`src/usd_pkg.sv`:
```
// constants, types and register map of the usb suspend/stall/endpoint block
package usd_pkg;

  // clock and line timing
  localparam int unsigned CLK_KHZ        = 200000;
  localparam int unsigned SUSP_IDLE_MS   = 3;
  localparam int unsigned RWAKE_IDLE_MS  = 5;
  localparam int unsigned RESUME_DRV_MS  = 2;
  localparam int unsigned SUSP_IDLE_CYC  = SUSP_IDLE_MS * CLK_KHZ;
  localparam int unsigned RWAKE_IDLE_CYC = RWAKE_IDLE_MS * CLK_KHZ;
  localparam int unsigned RESUME_DRV_CYC = RESUME_DRV_MS * CLK_KHZ;
  localparam int          CNT_W          = 21;

  // register map, byte addresses
  localparam int                  AW      = 5;
  localparam logic [AW-1:0]       A_CTRL  = 5'h00;
  localparam logic [AW-1:0]       A_GFLAG = 5'h04;
  localparam logic [AW-1:0]       A_GEN   = 5'h08;
  localparam logic [1:0][AW-1:0]  A_EP    = {5'h10, 5'h0C};
  localparam logic [1:0][AW-1:0]  A_DAT   = {5'h18, 5'h14};

  // control register bits
  localparam int C_DETACH = 0;
  localparam int C_RWAKE  = 1;
  localparam int C_LSM    = 2;
  localparam int C_FRZ    = 3;

  // general flag / enable bits, status bits in the flag register
  localparam int G_W     = 4;
  localparam int G_SUSP  = 0;
  localparam int G_WAKE  = 1;
  localparam int G_EORSM = 2;
  localparam int G_UPRSM = 3;
  localparam int G_SUSPD = 8;
  localparam int G_FS    = 9;
  localparam int G_RDRV  = 10;

  // endpoint register bits
  localparam int NEPF      = 5;
  localparam int E_TXIN    = 0;
  localparam int E_STALLED = 1;
  localparam int E_RXOUT   = 2;
  localparam int E_RXSTP   = 3;
  localparam int E_NAKIN   = 4;
  localparam int E_RDOK    = 5;
  localparam int E_BCTL    = 6;
  localparam int E_STL_REQ = 7;
  localparam int E_STALLRC = 8;
  localparam int E_EN_LO   = 16;
  localparam int E_BC_LO   = 24;

  // banks: 0 and 1 ping-pong for the out endpoint, 2 for the control endpoint
  localparam int                NBANK   = 3;
  localparam int                DEPTH   = 16;
  localparam int                PTR_W   = 5;
  localparam logic [PTR_W-1:0]  DEPTH_P = 5'h10;
  localparam logic [1:0]        BK_CTL  = 2'h2;
  localparam logic              EP_CTL  = 1'b0;

  typedef enum logic [1:0] {
    PID_OUT   = 2'h0,
    PID_IN    = 2'h1,
    PID_SETUP = 2'h2
  } usd_pid_e;

  typedef enum logic [1:0] {
    HS_ACK   = 2'h0,
    HS_NAK   = 2'h1,
    HS_STALL = 2'h2,
    HS_DATA  = 2'h3
  } usd_hs_e;

  typedef enum logic [2:0] {
    ST_IDLE = 3'b001,
    ST_RX   = 3'b010,
    ST_DROP = 3'b100
  } usd_st_e;

  typedef struct packed {
    logic     valid;
    usd_pid_e pid;
    logic     ep;
    logic     retry;
  } usd_tok_s;

  typedef struct packed {
    logic       valid;
    logic [7:0] data;
    logic       done;
  } usd_rx_s;

  typedef struct packed {
    logic    valid;
    usd_hs_e code;
  } usd_hs_s;

endpackage : usd_pkg

```
`src/usd_core.sv`:
```
// usb device suspend, remote wake-up, stall and endpoint bank control
// Functional notes
// - after 3 ms idle line, force full speed and set suspend flag
// - clearing clock freeze leaves suspend and restarts transfers
// - any non-idle line pattern sets wake flag, suspended or not, except while the device drives resume
// - wake set clears suspend flag; suspend set clears wake flag
// - disconnect bit resets to 1, device starts detached
// - disconnect removes pull-up on D+ (full) or D- (low speed)
// - upstream resume only sent while suspend flag is set
// - with remote wake request set, resume starts after 5 ms idle
// - resume start sets upstream resume flag and clears suspend flag
// - remote wake request self-clears when resume signalling ends
// - valid end-of-resume from host sets end-of-resume flag
// - stall request answers every following request with STALL, except retries and setup on the control endpoint
// - stall-clear write clears stall request; stall-clear reads 0
// - each STALL sets stall-sent; packet dropped, no out flag, no rw
// - setup on stalled control endpoint acked, clears stall state
// - retry beats stall; STALL only when no retry pending
// - setup sets setup flag only; firmware clears empty bank or send
// - control endpoint bank control and rw-allowed read 0
// - control read: first status token NAK, then cpu data ignored
// - control read out retry acked, sets out and in-free flags
// - zero-length out on control endpoint resets its byte count; out endpoint keeps current bank count
// - full out bank sets flag and bank control; clear swaps bank
// - rw-allowed set while current out bank holds unread data
// - clock freeze stops engine, wake detection keeps running
//
// Our own choices: the address map and the Avalon-MM slave port.
module usd_core
  import usd_pkg::*;
#(
  parameter int unsigned SUSP_CYC   = SUSP_IDLE_CYC,
  parameter int unsigned RWAKE_CYC  = RWAKE_IDLE_CYC,
  parameter int unsigned RESUME_CYC = RESUME_DRV_CYC
) (
  input  wire logic          clock,
  input  wire logic          reset_n,
  input  wire logic          ce,
  input  wire logic [AW-1:0] avs_address,
  input  wire logic          avs_read,
  input  wire logic          avs_write,
  input  wire logic [31:0]   avs_writedata,
  input  wire logic [3:0]    avs_byteenable,
  output logic      [31:0]   avs_readdata,
  output logic               avs_waitrequest,
  input  wire logic          line_idle,
  input  wire logic          line_nonidle,
  input  wire logic          eor_detect,
  input  wire usd_tok_s      tok,
  input  wire usd_rx_s       rx,
  output usd_hs_s            hs,
  output logic               pullup_dp,
  output logic               pullup_dm,
  output logic               resume_drive,
  output logic               full_speed,
  output logic               suspended,
  output logic               gen_irq,
  output logic      [1:0]    endpoint_irq
);

  localparam logic [CNT_W-1:0] SUSP_CNT   = CNT_W'(SUSP_CYC);
  localparam logic [CNT_W-1:0] RWAKE_CNT  = CNT_W'(RWAKE_CYC);
  localparam logic [CNT_W-1:0] RESUME_CNT = CNT_W'(RESUME_CYC);

  typedef struct packed {
    logic                                   wreq;
    logic [31:0]                            rdata;
    logic                                   detach;
    logic                                   rwake;
    logic                                   lsm;
    logic                                   frz;
    logic [G_W-1:0]                         gfl;
    logic [G_W-1:0]                         gen;
    logic                                   susp_st;
    logic                                   fs_mode;
    logic                                   rdrv;
    logic [CNT_W-1:0]                       idle_cnt;
    logic [CNT_W-1:0]                       res_cnt;
    logic [1:0][NEPF-1:0]                   epf;
    logic [1:0][NEPF-1:0]                   epe;
    logic [1:0]                             stall_rq;
    logic                                   bankctl;
    logic [1:0]                             full;
    logic                                   cb;
    logic                                   fb;
    logic                                   saw_in;
    logic                                   stat;
    logic [NBANK-1:0][DEPTH-1:0][7:0]       mem;
    logic [NBANK-1:0][PTR_W-1:0]            wp;
    logic [NBANK-1:0][PTR_W-1:0]            rp;
    usd_st_e                                st;
    logic                                   tep;
    usd_pid_e                               tpid;
    logic [1:0]                             rb;
    usd_hs_e                                pend;
    usd_hs_s                                hs;
    logic                                   pu_dp;
    logic                                   pu_dm;
    logic                                   irq;
    logic [1:0]                             ep_irq;
  } usd_state_s;

  localparam usd_state_s ST_RST = '{
    wreq: 1'b1, detach: 1'b1, frz: 1'b1, st: ST_IDLE, tpid: PID_OUT,
    pend: HS_ACK, hs: '{valid: 1'b0, code: HS_ACK}, default: '0};

  usd_state_s      s_r;
  usd_state_s      s_nxt;
  logic [31:0]     rv;
  logic [31:0]     wd;
  logic            acc;
  logic            wr;
  logic [1:0]      bk [2];
  logic [NEPF-1:0] clr;
  logic            rd_ok;
  logic            ev_susp;

  always_comb begin
    s_nxt   = s_r;
    rv      = '0;
    clr     = '0;
    bk[0]   = BK_CTL;
    bk[1]   = {1'b0, s_r.cb};
    rd_ok   = s_r.full[s_r.cb] && (s_r.wp[bk[1]] != s_r.rp[bk[1]]);
    ev_susp = 1'b0;
    wd      = avs_writedata & {{8{avs_byteenable[3]}}, {8{avs_byteenable[2]}},
                               {8{avs_byteenable[1]}}, {8{avs_byteenable[0]}}};
    acc     = (avs_read | avs_write) & ~s_r.wreq;
    wr      = acc & avs_write;
    s_nxt.hs.valid = 1'b0;

    // read mux, unmapped addresses read zero
    case (avs_address)
      A_CTRL: begin
        rv[C_DETACH] = s_r.detach;
        rv[C_RWAKE]  = s_r.rwake;
        rv[C_LSM]    = s_r.lsm;
        rv[C_FRZ]    = s_r.frz;
      end
      A_GFLAG: begin
        rv[G_W-1:0] = s_r.gfl;
        rv[G_SUSPD] = s_r.susp_st;
        rv[G_FS]    = s_r.fs_mode;
        rv[G_RDRV]  = s_r.rdrv;
      end
      A_GEN: rv[G_W-1:0] = s_r.gen;
      default: rv = '0;
    endcase
    for (int e = 0; e < 2; e++) begin
      if (avs_address == A_EP[e]) begin
        rv[NEPF-1:0]           = s_r.epf[e];
        rv[E_RDOK]             = (e == 1) && rd_ok;
        rv[E_BCTL]             = (e == 1) && s_r.bankctl;
        rv[E_STL_REQ]          = s_r.stall_rq[e];
        rv[E_EN_LO +: NEPF]    = s_r.epe[e];
        rv[E_BC_LO +: PTR_W]   = s_r.wp[bk[e]] - s_r.rp[bk[e]];
      end
      if (avs_address == A_DAT[e]) begin
        rv[7:0] = s_r.mem[bk[e]][s_r.rp[bk[e]][PTR_W-2:0]];
      end
    end

    // slave answers on the second edge: wreq drops, then the access is taken
    s_nxt.wreq = ~((avs_read | avs_write) & s_r.wreq);
    if ((avs_read | avs_write) & s_r.wreq) begin
      s_nxt.rdata = rv;
    end

    if (wr && avs_address == A_CTRL && avs_byteenable[0]) begin
      s_nxt.detach = wd[C_DETACH];
      s_nxt.lsm    = wd[C_LSM];
      s_nxt.frz    = wd[C_FRZ];
      if (wd[C_RWAKE]) begin
        s_nxt.rwake = 1'b1;
      end
      if (s_r.frz && !wd[C_FRZ]) begin
        s_nxt.susp_st = 1'b0;
      end
    end
    if (wr && avs_address == A_GFLAG) begin
      s_nxt.gfl = s_r.gfl & ~wd[G_W-1:0];
    end
    if (wr && avs_address == A_GEN && avs_byteenable[0]) begin
      s_nxt.gen = wd[G_W-1:0];
    end
    for (int e = 0; e < 2; e++) begin
      if (wr && avs_address == A_EP[e]) begin
        clr = wd[NEPF-1:0];
        if (e == 0 && s_r.stat) begin
          clr[E_TXIN] = 1'b0;
        end
        s_nxt.epf[e] = s_r.epf[e] & ~clr;
        if (e == 0 && (clr[E_RXOUT] || clr[E_RXSTP])) begin
          s_nxt.wp[BK_CTL] = '0;
          s_nxt.rp[BK_CTL] = '0;
        end
        if (wd[E_STL_REQ]) begin
          s_nxt.stall_rq[e] = 1'b1;
        end
        if (wd[E_STALLRC]) begin
          s_nxt.stall_rq[e] = 1'b0;
        end
        if (avs_byteenable[2]) begin
          s_nxt.epe[e] = wd[E_EN_LO +: NEPF];
        end
        if (e == 1 && wd[E_BCTL] && s_r.bankctl) begin
          s_nxt.full[s_r.cb]         = 1'b0;
          s_nxt.wp[bk[1]]            = '0;
          s_nxt.rp[bk[1]]            = '0;
          s_nxt.cb                   = ~s_r.cb;
          s_nxt.bankctl              = s_r.full[~s_r.cb];
          s_nxt.epf[1][E_RXOUT]      = s_r.full[~s_r.cb];
        end
      end
      if (acc && avs_read && avs_address == A_DAT[e]
          && s_r.wp[bk[e]] != s_r.rp[bk[e]]) begin
        s_nxt.rp[bk[e]] = s_r.rp[bk[e]] + 1'b1;
      end
    end
    // cpu data for the control endpoint is dropped once status is seen
    if (wr && avs_address == A_DAT[0] && !s_r.stat && s_r.wp[BK_CTL] < DEPTH_P) begin
      s_nxt.mem[BK_CTL][s_r.wp[BK_CTL][PTR_W-2:0]] = wd[7:0];
      s_nxt.wp[BK_CTL] = s_r.wp[BK_CTL] + 1'b1;
    end

    // suspend and remote wake-up timing; hardware sets come after clears
    if (!s_r.frz) begin
      if (!line_idle || s_r.rdrv) begin
        s_nxt.idle_cnt = '0;
      end else if (s_r.idle_cnt != RWAKE_CNT) begin
        s_nxt.idle_cnt = s_r.idle_cnt + 1'b1;
      end
      ev_susp = (s_nxt.idle_cnt == SUSP_CNT) && (s_r.idle_cnt != SUSP_CNT);
      if (ev_susp) begin
        s_nxt.gfl[G_SUSP] = 1'b1;
        s_nxt.gfl[G_WAKE] = 1'b0;
        s_nxt.fs_mode     = 1'b1;
        s_nxt.susp_st     = 1'b1;
      end
      if (s_r.rdrv) begin
        s_nxt.res_cnt = s_r.res_cnt + 1'b1;
        if (s_r.res_cnt == RESUME_CNT - 1'b1) begin
          s_nxt.rdrv  = 1'b0;
          s_nxt.rwake = 1'b0;
        end
      end else if (s_r.rwake && s_r.gfl[G_SUSP] && s_r.idle_cnt == RWAKE_CNT) begin
        s_nxt.rdrv          = 1'b1;
        s_nxt.res_cnt       = '0;
        s_nxt.gfl[G_UPRSM]  = 1'b1;
        s_nxt.gfl[G_SUSP]   = 1'b0;
      end
    end
    // own resume drive is not a wake-up source
    if (line_nonidle && !s_r.rdrv) begin
      s_nxt.gfl[G_WAKE] = 1'b1;
      s_nxt.gfl[G_SUSP] = 1'b0;
      s_nxt.susp_st     = 1'b0;
      s_nxt.fs_mode     = 1'b0;
    end
    if (eor_detect) begin
      s_nxt.gfl[G_EORSM] = 1'b1;
    end

    // transaction engine, halted by clock freeze
    if (!s_r.frz) begin
      case (s_r.st)
        ST_IDLE: begin
          if (tok.valid) begin
            s_nxt.tep  = tok.ep;
            s_nxt.tpid = tok.pid;
            if (tok.ep == EP_CTL && tok.pid == PID_SETUP) begin
              s_nxt.st         = ST_RX;
              s_nxt.rb         = BK_CTL;
              s_nxt.wp[BK_CTL] = '0;
              s_nxt.rp[BK_CTL] = '0;
            end else if (tok.retry || s_r.stall_rq[tok.ep]) begin
              s_nxt.pend = tok.retry ? HS_NAK : HS_STALL;
              if (tok.pid == PID_IN) begin
                s_nxt.hs.valid = 1'b1;
                s_nxt.hs.code  = s_nxt.pend;
                if (!tok.retry) begin
                  s_nxt.epf[tok.ep][E_STALLED] = 1'b1;
                end
              end else begin
                s_nxt.st = ST_DROP;
              end
            end else if (tok.pid == PID_IN) begin
              s_nxt.hs.valid = 1'b1;
              if (tok.ep == EP_CTL && !s_nxt.epf[0][E_TXIN] && !s_r.stat) begin
                s_nxt.hs.code      = HS_DATA;
                s_nxt.epf[0][E_TXIN] = 1'b1;
                s_nxt.wp[BK_CTL]   = '0;
                s_nxt.rp[BK_CTL]   = '0;
                s_nxt.saw_in       = 1'b1;
              end else begin
                s_nxt.hs.code              = HS_NAK;
                s_nxt.epf[tok.ep][E_NAKIN] = 1'b1;
              end
            end else if (tok.ep == EP_CTL) begin
              if (s_r.saw_in && !s_r.stat) begin
                s_nxt.stat = 1'b1;
                s_nxt.pend = HS_NAK;
                s_nxt.st   = ST_DROP;
              end else if (!s_r.saw_in
                           && (s_nxt.epf[0][E_RXOUT] || s_nxt.epf[0][E_RXSTP])) begin
                s_nxt.pend = HS_NAK;
                s_nxt.st   = ST_DROP;
              end else begin
                s_nxt.st         = ST_RX;
                s_nxt.rb         = BK_CTL;
                s_nxt.wp[BK_CTL] = '0;
                s_nxt.rp[BK_CTL] = '0;
              end
            end else if (s_nxt.full[s_r.fb]) begin
              s_nxt.pend = HS_NAK;
              s_nxt.st   = ST_DROP;
            end else begin
              s_nxt.st = ST_RX;
              s_nxt.rb = {1'b0, s_r.fb};
            end
          end
        end
        ST_RX: begin
          if (rx.valid && s_r.wp[s_r.rb] < DEPTH_P) begin
            s_nxt.mem[s_r.rb][s_r.wp[s_r.rb][PTR_W-2:0]] = rx.data;
            s_nxt.wp[s_r.rb] = s_r.wp[s_r.rb] + 1'b1;
          end
          if (rx.done) begin
            s_nxt.st       = ST_IDLE;
            s_nxt.hs.valid = 1'b1;
            s_nxt.hs.code  = HS_ACK;
            if (s_r.tep == EP_CTL && s_r.tpid == PID_SETUP) begin
              s_nxt.stall_rq[0] = 1'b0;
              s_nxt.epf[0]     = '0;
              s_nxt.epf[0][E_RXSTP] = 1'b1;
              s_nxt.saw_in     = 1'b0;
              s_nxt.stat       = 1'b0;
            end else if (s_r.tep == EP_CTL) begin
              s_nxt.epf[0][E_RXOUT] = 1'b1;
              if (s_r.saw_in) begin
                s_nxt.epf[0][E_TXIN] = 1'b1;
              end
            end else begin
              s_nxt.full[s_r.rb[0]] = 1'b1;
              s_nxt.fb              = ~s_r.fb;
              if (s_r.rb[0] == s_nxt.cb) begin
                s_nxt.epf[1][E_RXOUT] = 1'b1;
                s_nxt.bankctl         = 1'b1;
              end
            end
          end
        end
        ST_DROP: begin
          if (rx.done) begin
            s_nxt.st       = ST_IDLE;
            s_nxt.hs.valid = 1'b1;
            s_nxt.hs.code  = s_r.pend;
            if (s_r.pend == HS_STALL) begin
              s_nxt.epf[s_r.tep][E_STALLED] = 1'b1;
            end
          end
        end
        default: s_nxt.st = ST_IDLE;
      endcase
    end

    s_nxt.pu_dp = ~s_nxt.detach & ~s_nxt.lsm;
    s_nxt.pu_dm = ~s_nxt.detach & s_nxt.lsm;
    s_nxt.irq   = |(s_nxt.gfl & s_nxt.gen);
    for (int e = 0; e < 2; e++) begin
      s_nxt.ep_irq[e] = |(s_nxt.epf[e] & s_nxt.epe[e]);
    end
  end

  always_ff @(posedge clock) begin
    if (!reset_n) begin
      s_r <= ST_RST;
    end else if (ce) begin
      s_r <= s_nxt;
    end
  end

  assign avs_readdata    = s_r.rdata;
  assign avs_waitrequest = s_r.wreq;
  assign hs              = s_r.hs;
  assign pullup_dp       = s_r.pu_dp;
  assign pullup_dm       = s_r.pu_dm;
  assign resume_drive    = s_r.rdrv;
  assign full_speed      = s_r.fs_mode;
  assign suspended       = s_r.susp_st;
  assign gen_irq         = s_r.irq;
  assign endpoint_irq    = s_r.ep_irq;

endmodule : usd_core

```
`config.mk`:
```
export PLATFORM = sky130hd
export DESIGN_NAME = usd_core
export DESIGN_NICKNAME = d
export VERILOG_FILES = /design/src/usd_pkg.sv /design/src/usd_core.sv
export SDC_FILE = /design/constraint.sdc
export NUM_CORES = 2
export LEC_CHECK = 0
export BUFFER_PORTS_ARGS = -buffer_cell sky130_fd_sc_hd__buf_2
export CAP_MARGIN = 10
export CORE_ASPECT_RATIO = 0.75
export CORE_MARGIN = 4
export CORE_UTILIZATION = 55
export CTS_CLUSTER_DIAMETER = 150
export DETAILED_ROUTE_END_ITERATION = 6
export PLACE_DENSITY = 0.82
export SLEW_MARGIN = 25
export SYNTH_ARGS = -nofsm -noshare
export SYNTH_HDL_FRONTEND = slang
export SYNTH_SLANG_ARGS = --single-unit
export TNS_END_PERCENT = 1
```
`constraint.sdc`:
```
create_clock -name clock -period 6.55 [get_ports clock]
set_clock_uncertainty 0.15 [all_clocks]
set_input_delay 0 -clock clock [delete_from_list [all_inputs] [get_ports clock]]
set_output_delay 0 -clock clock [all_outputs]
set_load 0.1 [all_outputs]
```
==> reports/qor.yml <==
status: "complete, no violations"
hold_viol_final: 0
tightest_slew_ns: 1.08
die_w_um: 269
instances_no_fill: 4124
peakVddDrop_uv: 192
antenna_found_initial: 3
rr_worst_depth: 7
power_density_nw_per_um2: 228
grt_pass1_wl_um: 141000
rsz0062_at_grt: "no"
placed_cell_area_um2: 28100
stdcell_area_um2: 30600
drtAntennaViolNets: 0
synth_top_family_by_area: "simple AND/OR/NAND/NOR gates"
fp-row-count: 71
path_max_fanout: 20
drc: 0
whs_ns: 0.0681
yosys_warnings: 0
ios: 108
cts.sinks: 540
total_power_mw: 6.98
top_layer: "met5"
min_to: "s_r[516]"
drt-vias-per-instance: 6.56
synth_fa_ha_area_share_pct: 1.08
tns_ns: 0
dp_hpwl_um: 57700
cts_tree: "built"
routed-wl-met3_um: 14100
synth-edff-count: 0
path_class: "flip-flop to flip-flop"
wire_per_inst_um: 22.1
grt_usage_pct: 32.3
maxCapViolCount: 0
grt_max_degree: 245
min_delay_path_depth: 4
fmax_mhz: 235
routed_wirelength_um: 91200
avgSynthCellArea_um2: 7.99
fp.dieArea_um2: 54600
hp-start: "avs_byteenable[0]"
synth_mux_area_share_pct: 9.19
synthDistinctLibCells: 99
fp.coreArea_um2: 50300
drv_slew: 0
r2r_slack_ns: 2.29
clk_latency_ns: 0.64
setup_viol: 0
initial_utilization_pct: 55.7
worstPathArrival_ns: 4.64
fin_ws_ns: 2.29
finalCritPeriodShare_pct: 65.0
utilization_pct: 60.8
relSlewSlack_pct: 28.1
drt-met1-wl_um: 37200
synth_cells: 3505
cts_resized: 0
critPathLaunchType: "flip-flop"
dieHeight_um: 203
clock_path_buffers: 3
ys_async_sr_fraction_pct: 0
worstSetupEndpointType: "flip-flop"
cts_root_buffer: "clkbuf_16"
fill_cells: 4333
drtIter0Drc: 4420
grt_overflow: 0
area_growth_pct: 9.17
synth_compound_area_share_pct: 20.3
ys_seq_area_share_pct: 38.6
min_period_ns: 4.26
p_leak_nw: 10.2
grt_pass1_vias: 25000
dp_cells: 3967
synth_seq_cells: 540
port-buffer-count: 77
synthFlopType: "dfxtp_1"
cp.required_ns: 6.93
synth_xor_xnor_area_share_pct: 1.59
syn_area_um2: 28000
r2r-start: "s_r[11]"
r2r_end: "s_r[405]"
wl_met2_um: 36700
layout-drive-gt1-share_pct: 10.5
clkTransAtPathRegs_ns: 0.06
holdCritPathClass: "primary input to flip-flop"
pre_cts_slack_ns: 2.48
gp_congestion: 0.980
dr.pass1.iters: 6
routed-via-count: 27100
final_nets: 3507
cts-htree-levels: 2
cts_made_buffers: 53
yosys.area_share.simple_pct: 22.5
[how the worst max path moves through the flow]
| stage | start | end |
|---|---|---|
| 6_report | s_r[11] | s_r[405] |
| 5_1_grt | s_r[10] | s_r[401] |
| 4_1_cts | s_r[11] | s_r[405] |
| 3_5_place_dp | s_r[11] | s_r[405] |
| 3_3_place_gp | s_r[11] | s_r[400] |
| 2_1_floorplan | bk[0] | s_r[20] |
[power breakdown]
part | total, mW | internal [mW] | switching, mW | leakage, nW
sequential | 3.31 | 3.29 | 0.0128 | 4.35
clock | 3.26 | 1.86 | 1.40 | 0.913
combinational | 0.413 | 0.0767 | 0.336 | 4.92
[layout by cell type, fill, tap and decap left out, drive strengths merged, types with 54 or more instances in the layout]
cell type    instances
nand2              670
dfxtp              540
a21oi              391
o21ai              272
nor2               194
nand3              172
a221oi             120
buf                112
inv                111
mux2i               96
clkbuf              71
or3                 68
mux4                61
dlygate4sd3         54
[kinds of logic (layout without fill, tap and decap cells)]
logic type | after synthesis | in the layout
DFF | 540 | 540
other | 1 | 14
adders and majority gates | 23 | 23
and+or+nand+nor | 1343 | 1343
muxes | 178 | 178
xor gates and xnor gates | 51 | 51
buffers and inverters | 426 | 375
AOI/OAI and AO/OA | 943 | 943
[Yosys cell counts, types with 10 or more instances]
cell | number | area [µm²]
nand2_1 | 666 | 2500
dfxtp_1 | 540 | 10800
a21oi_1 | 388 | 1940
o21ai_0 | 270 | 1350
clkbuf_1 | 201 | 754
nor2_1 | 179 | 672
nand3_1 | 155 | 776
a221oi_1 | 120 | 1050
inv_1 | 106 | 398
mux2i_1 | 95 | 951
or3_1 | 68 | 425
mux4_2 | 61 | 1370
buf_4 | 50 | 375
and3_1 | 47 | 294
nor3_1 | 43 | 215
buf_2 | 38 | 190
xnor2_1 | 26 | 228
xor2_1 | 25 | 219
a22oi_1 | 24 | 180
nand4_1 | 24 | 150
buf_1 | 22 | 82.6
nand2b_1 | 22 | 138
ha_1 | 21 | 263
mux2_2 | 21 | 236
nor2b_1 | 21 | 131
and2_1 | 20 | 125
a211oi_1 | 19 | 143
a31oi_1 | 18 | 113
nand3_2 | 17 | 170
a222oi_1 | 11 | 110
nor4_1 | 10 | 62.6
[critical path, stage by stage, from the launching register on]
cell and delay, ns:
dfxtp_1 0.73, mux2i_1 0.16, o22ai_1 0.64, and2_1 0.94, nand3_1 0.54, a21oi_1 0.62
o21ai_0 0.18, a21oi_1 0.20
[cell type report]
| class | count | area [µm²] | share of cell area [%] |
|---|---|---|---|
| Clock buffer | 71 | 1500 | 4.92 |
| Timing Repair Buffer | 166 | 1250 | 4.09 |
| Sequential cell | 540 | 10800 | 35.4 |
| Antenna cell | 3 | 7.51 | 0.0245 |
| Tap cell | 657 | 822 | 2.69 |
| Clock inverter | 28 | 355 | 1.16 |
| Multi-Input combinational cell | 2549 | 15400 | 50.4 |
| Inverter | 110 | 420 | 1.37 |
[routing by layer]
metal,vias up,GRT usage (%)
met1,12700,46.3
met4,2,11.6
li1,12200,-
met5,-,0
met2,1882,44.9
met3,275,11.3
[repair_timing]
action                                 CTS  global route
hold buffers                            54             0
endpoints found under the hold margin  411             0
buffers inserted                         0             0
Note: power is estimated with default switching activity, not from simulation.
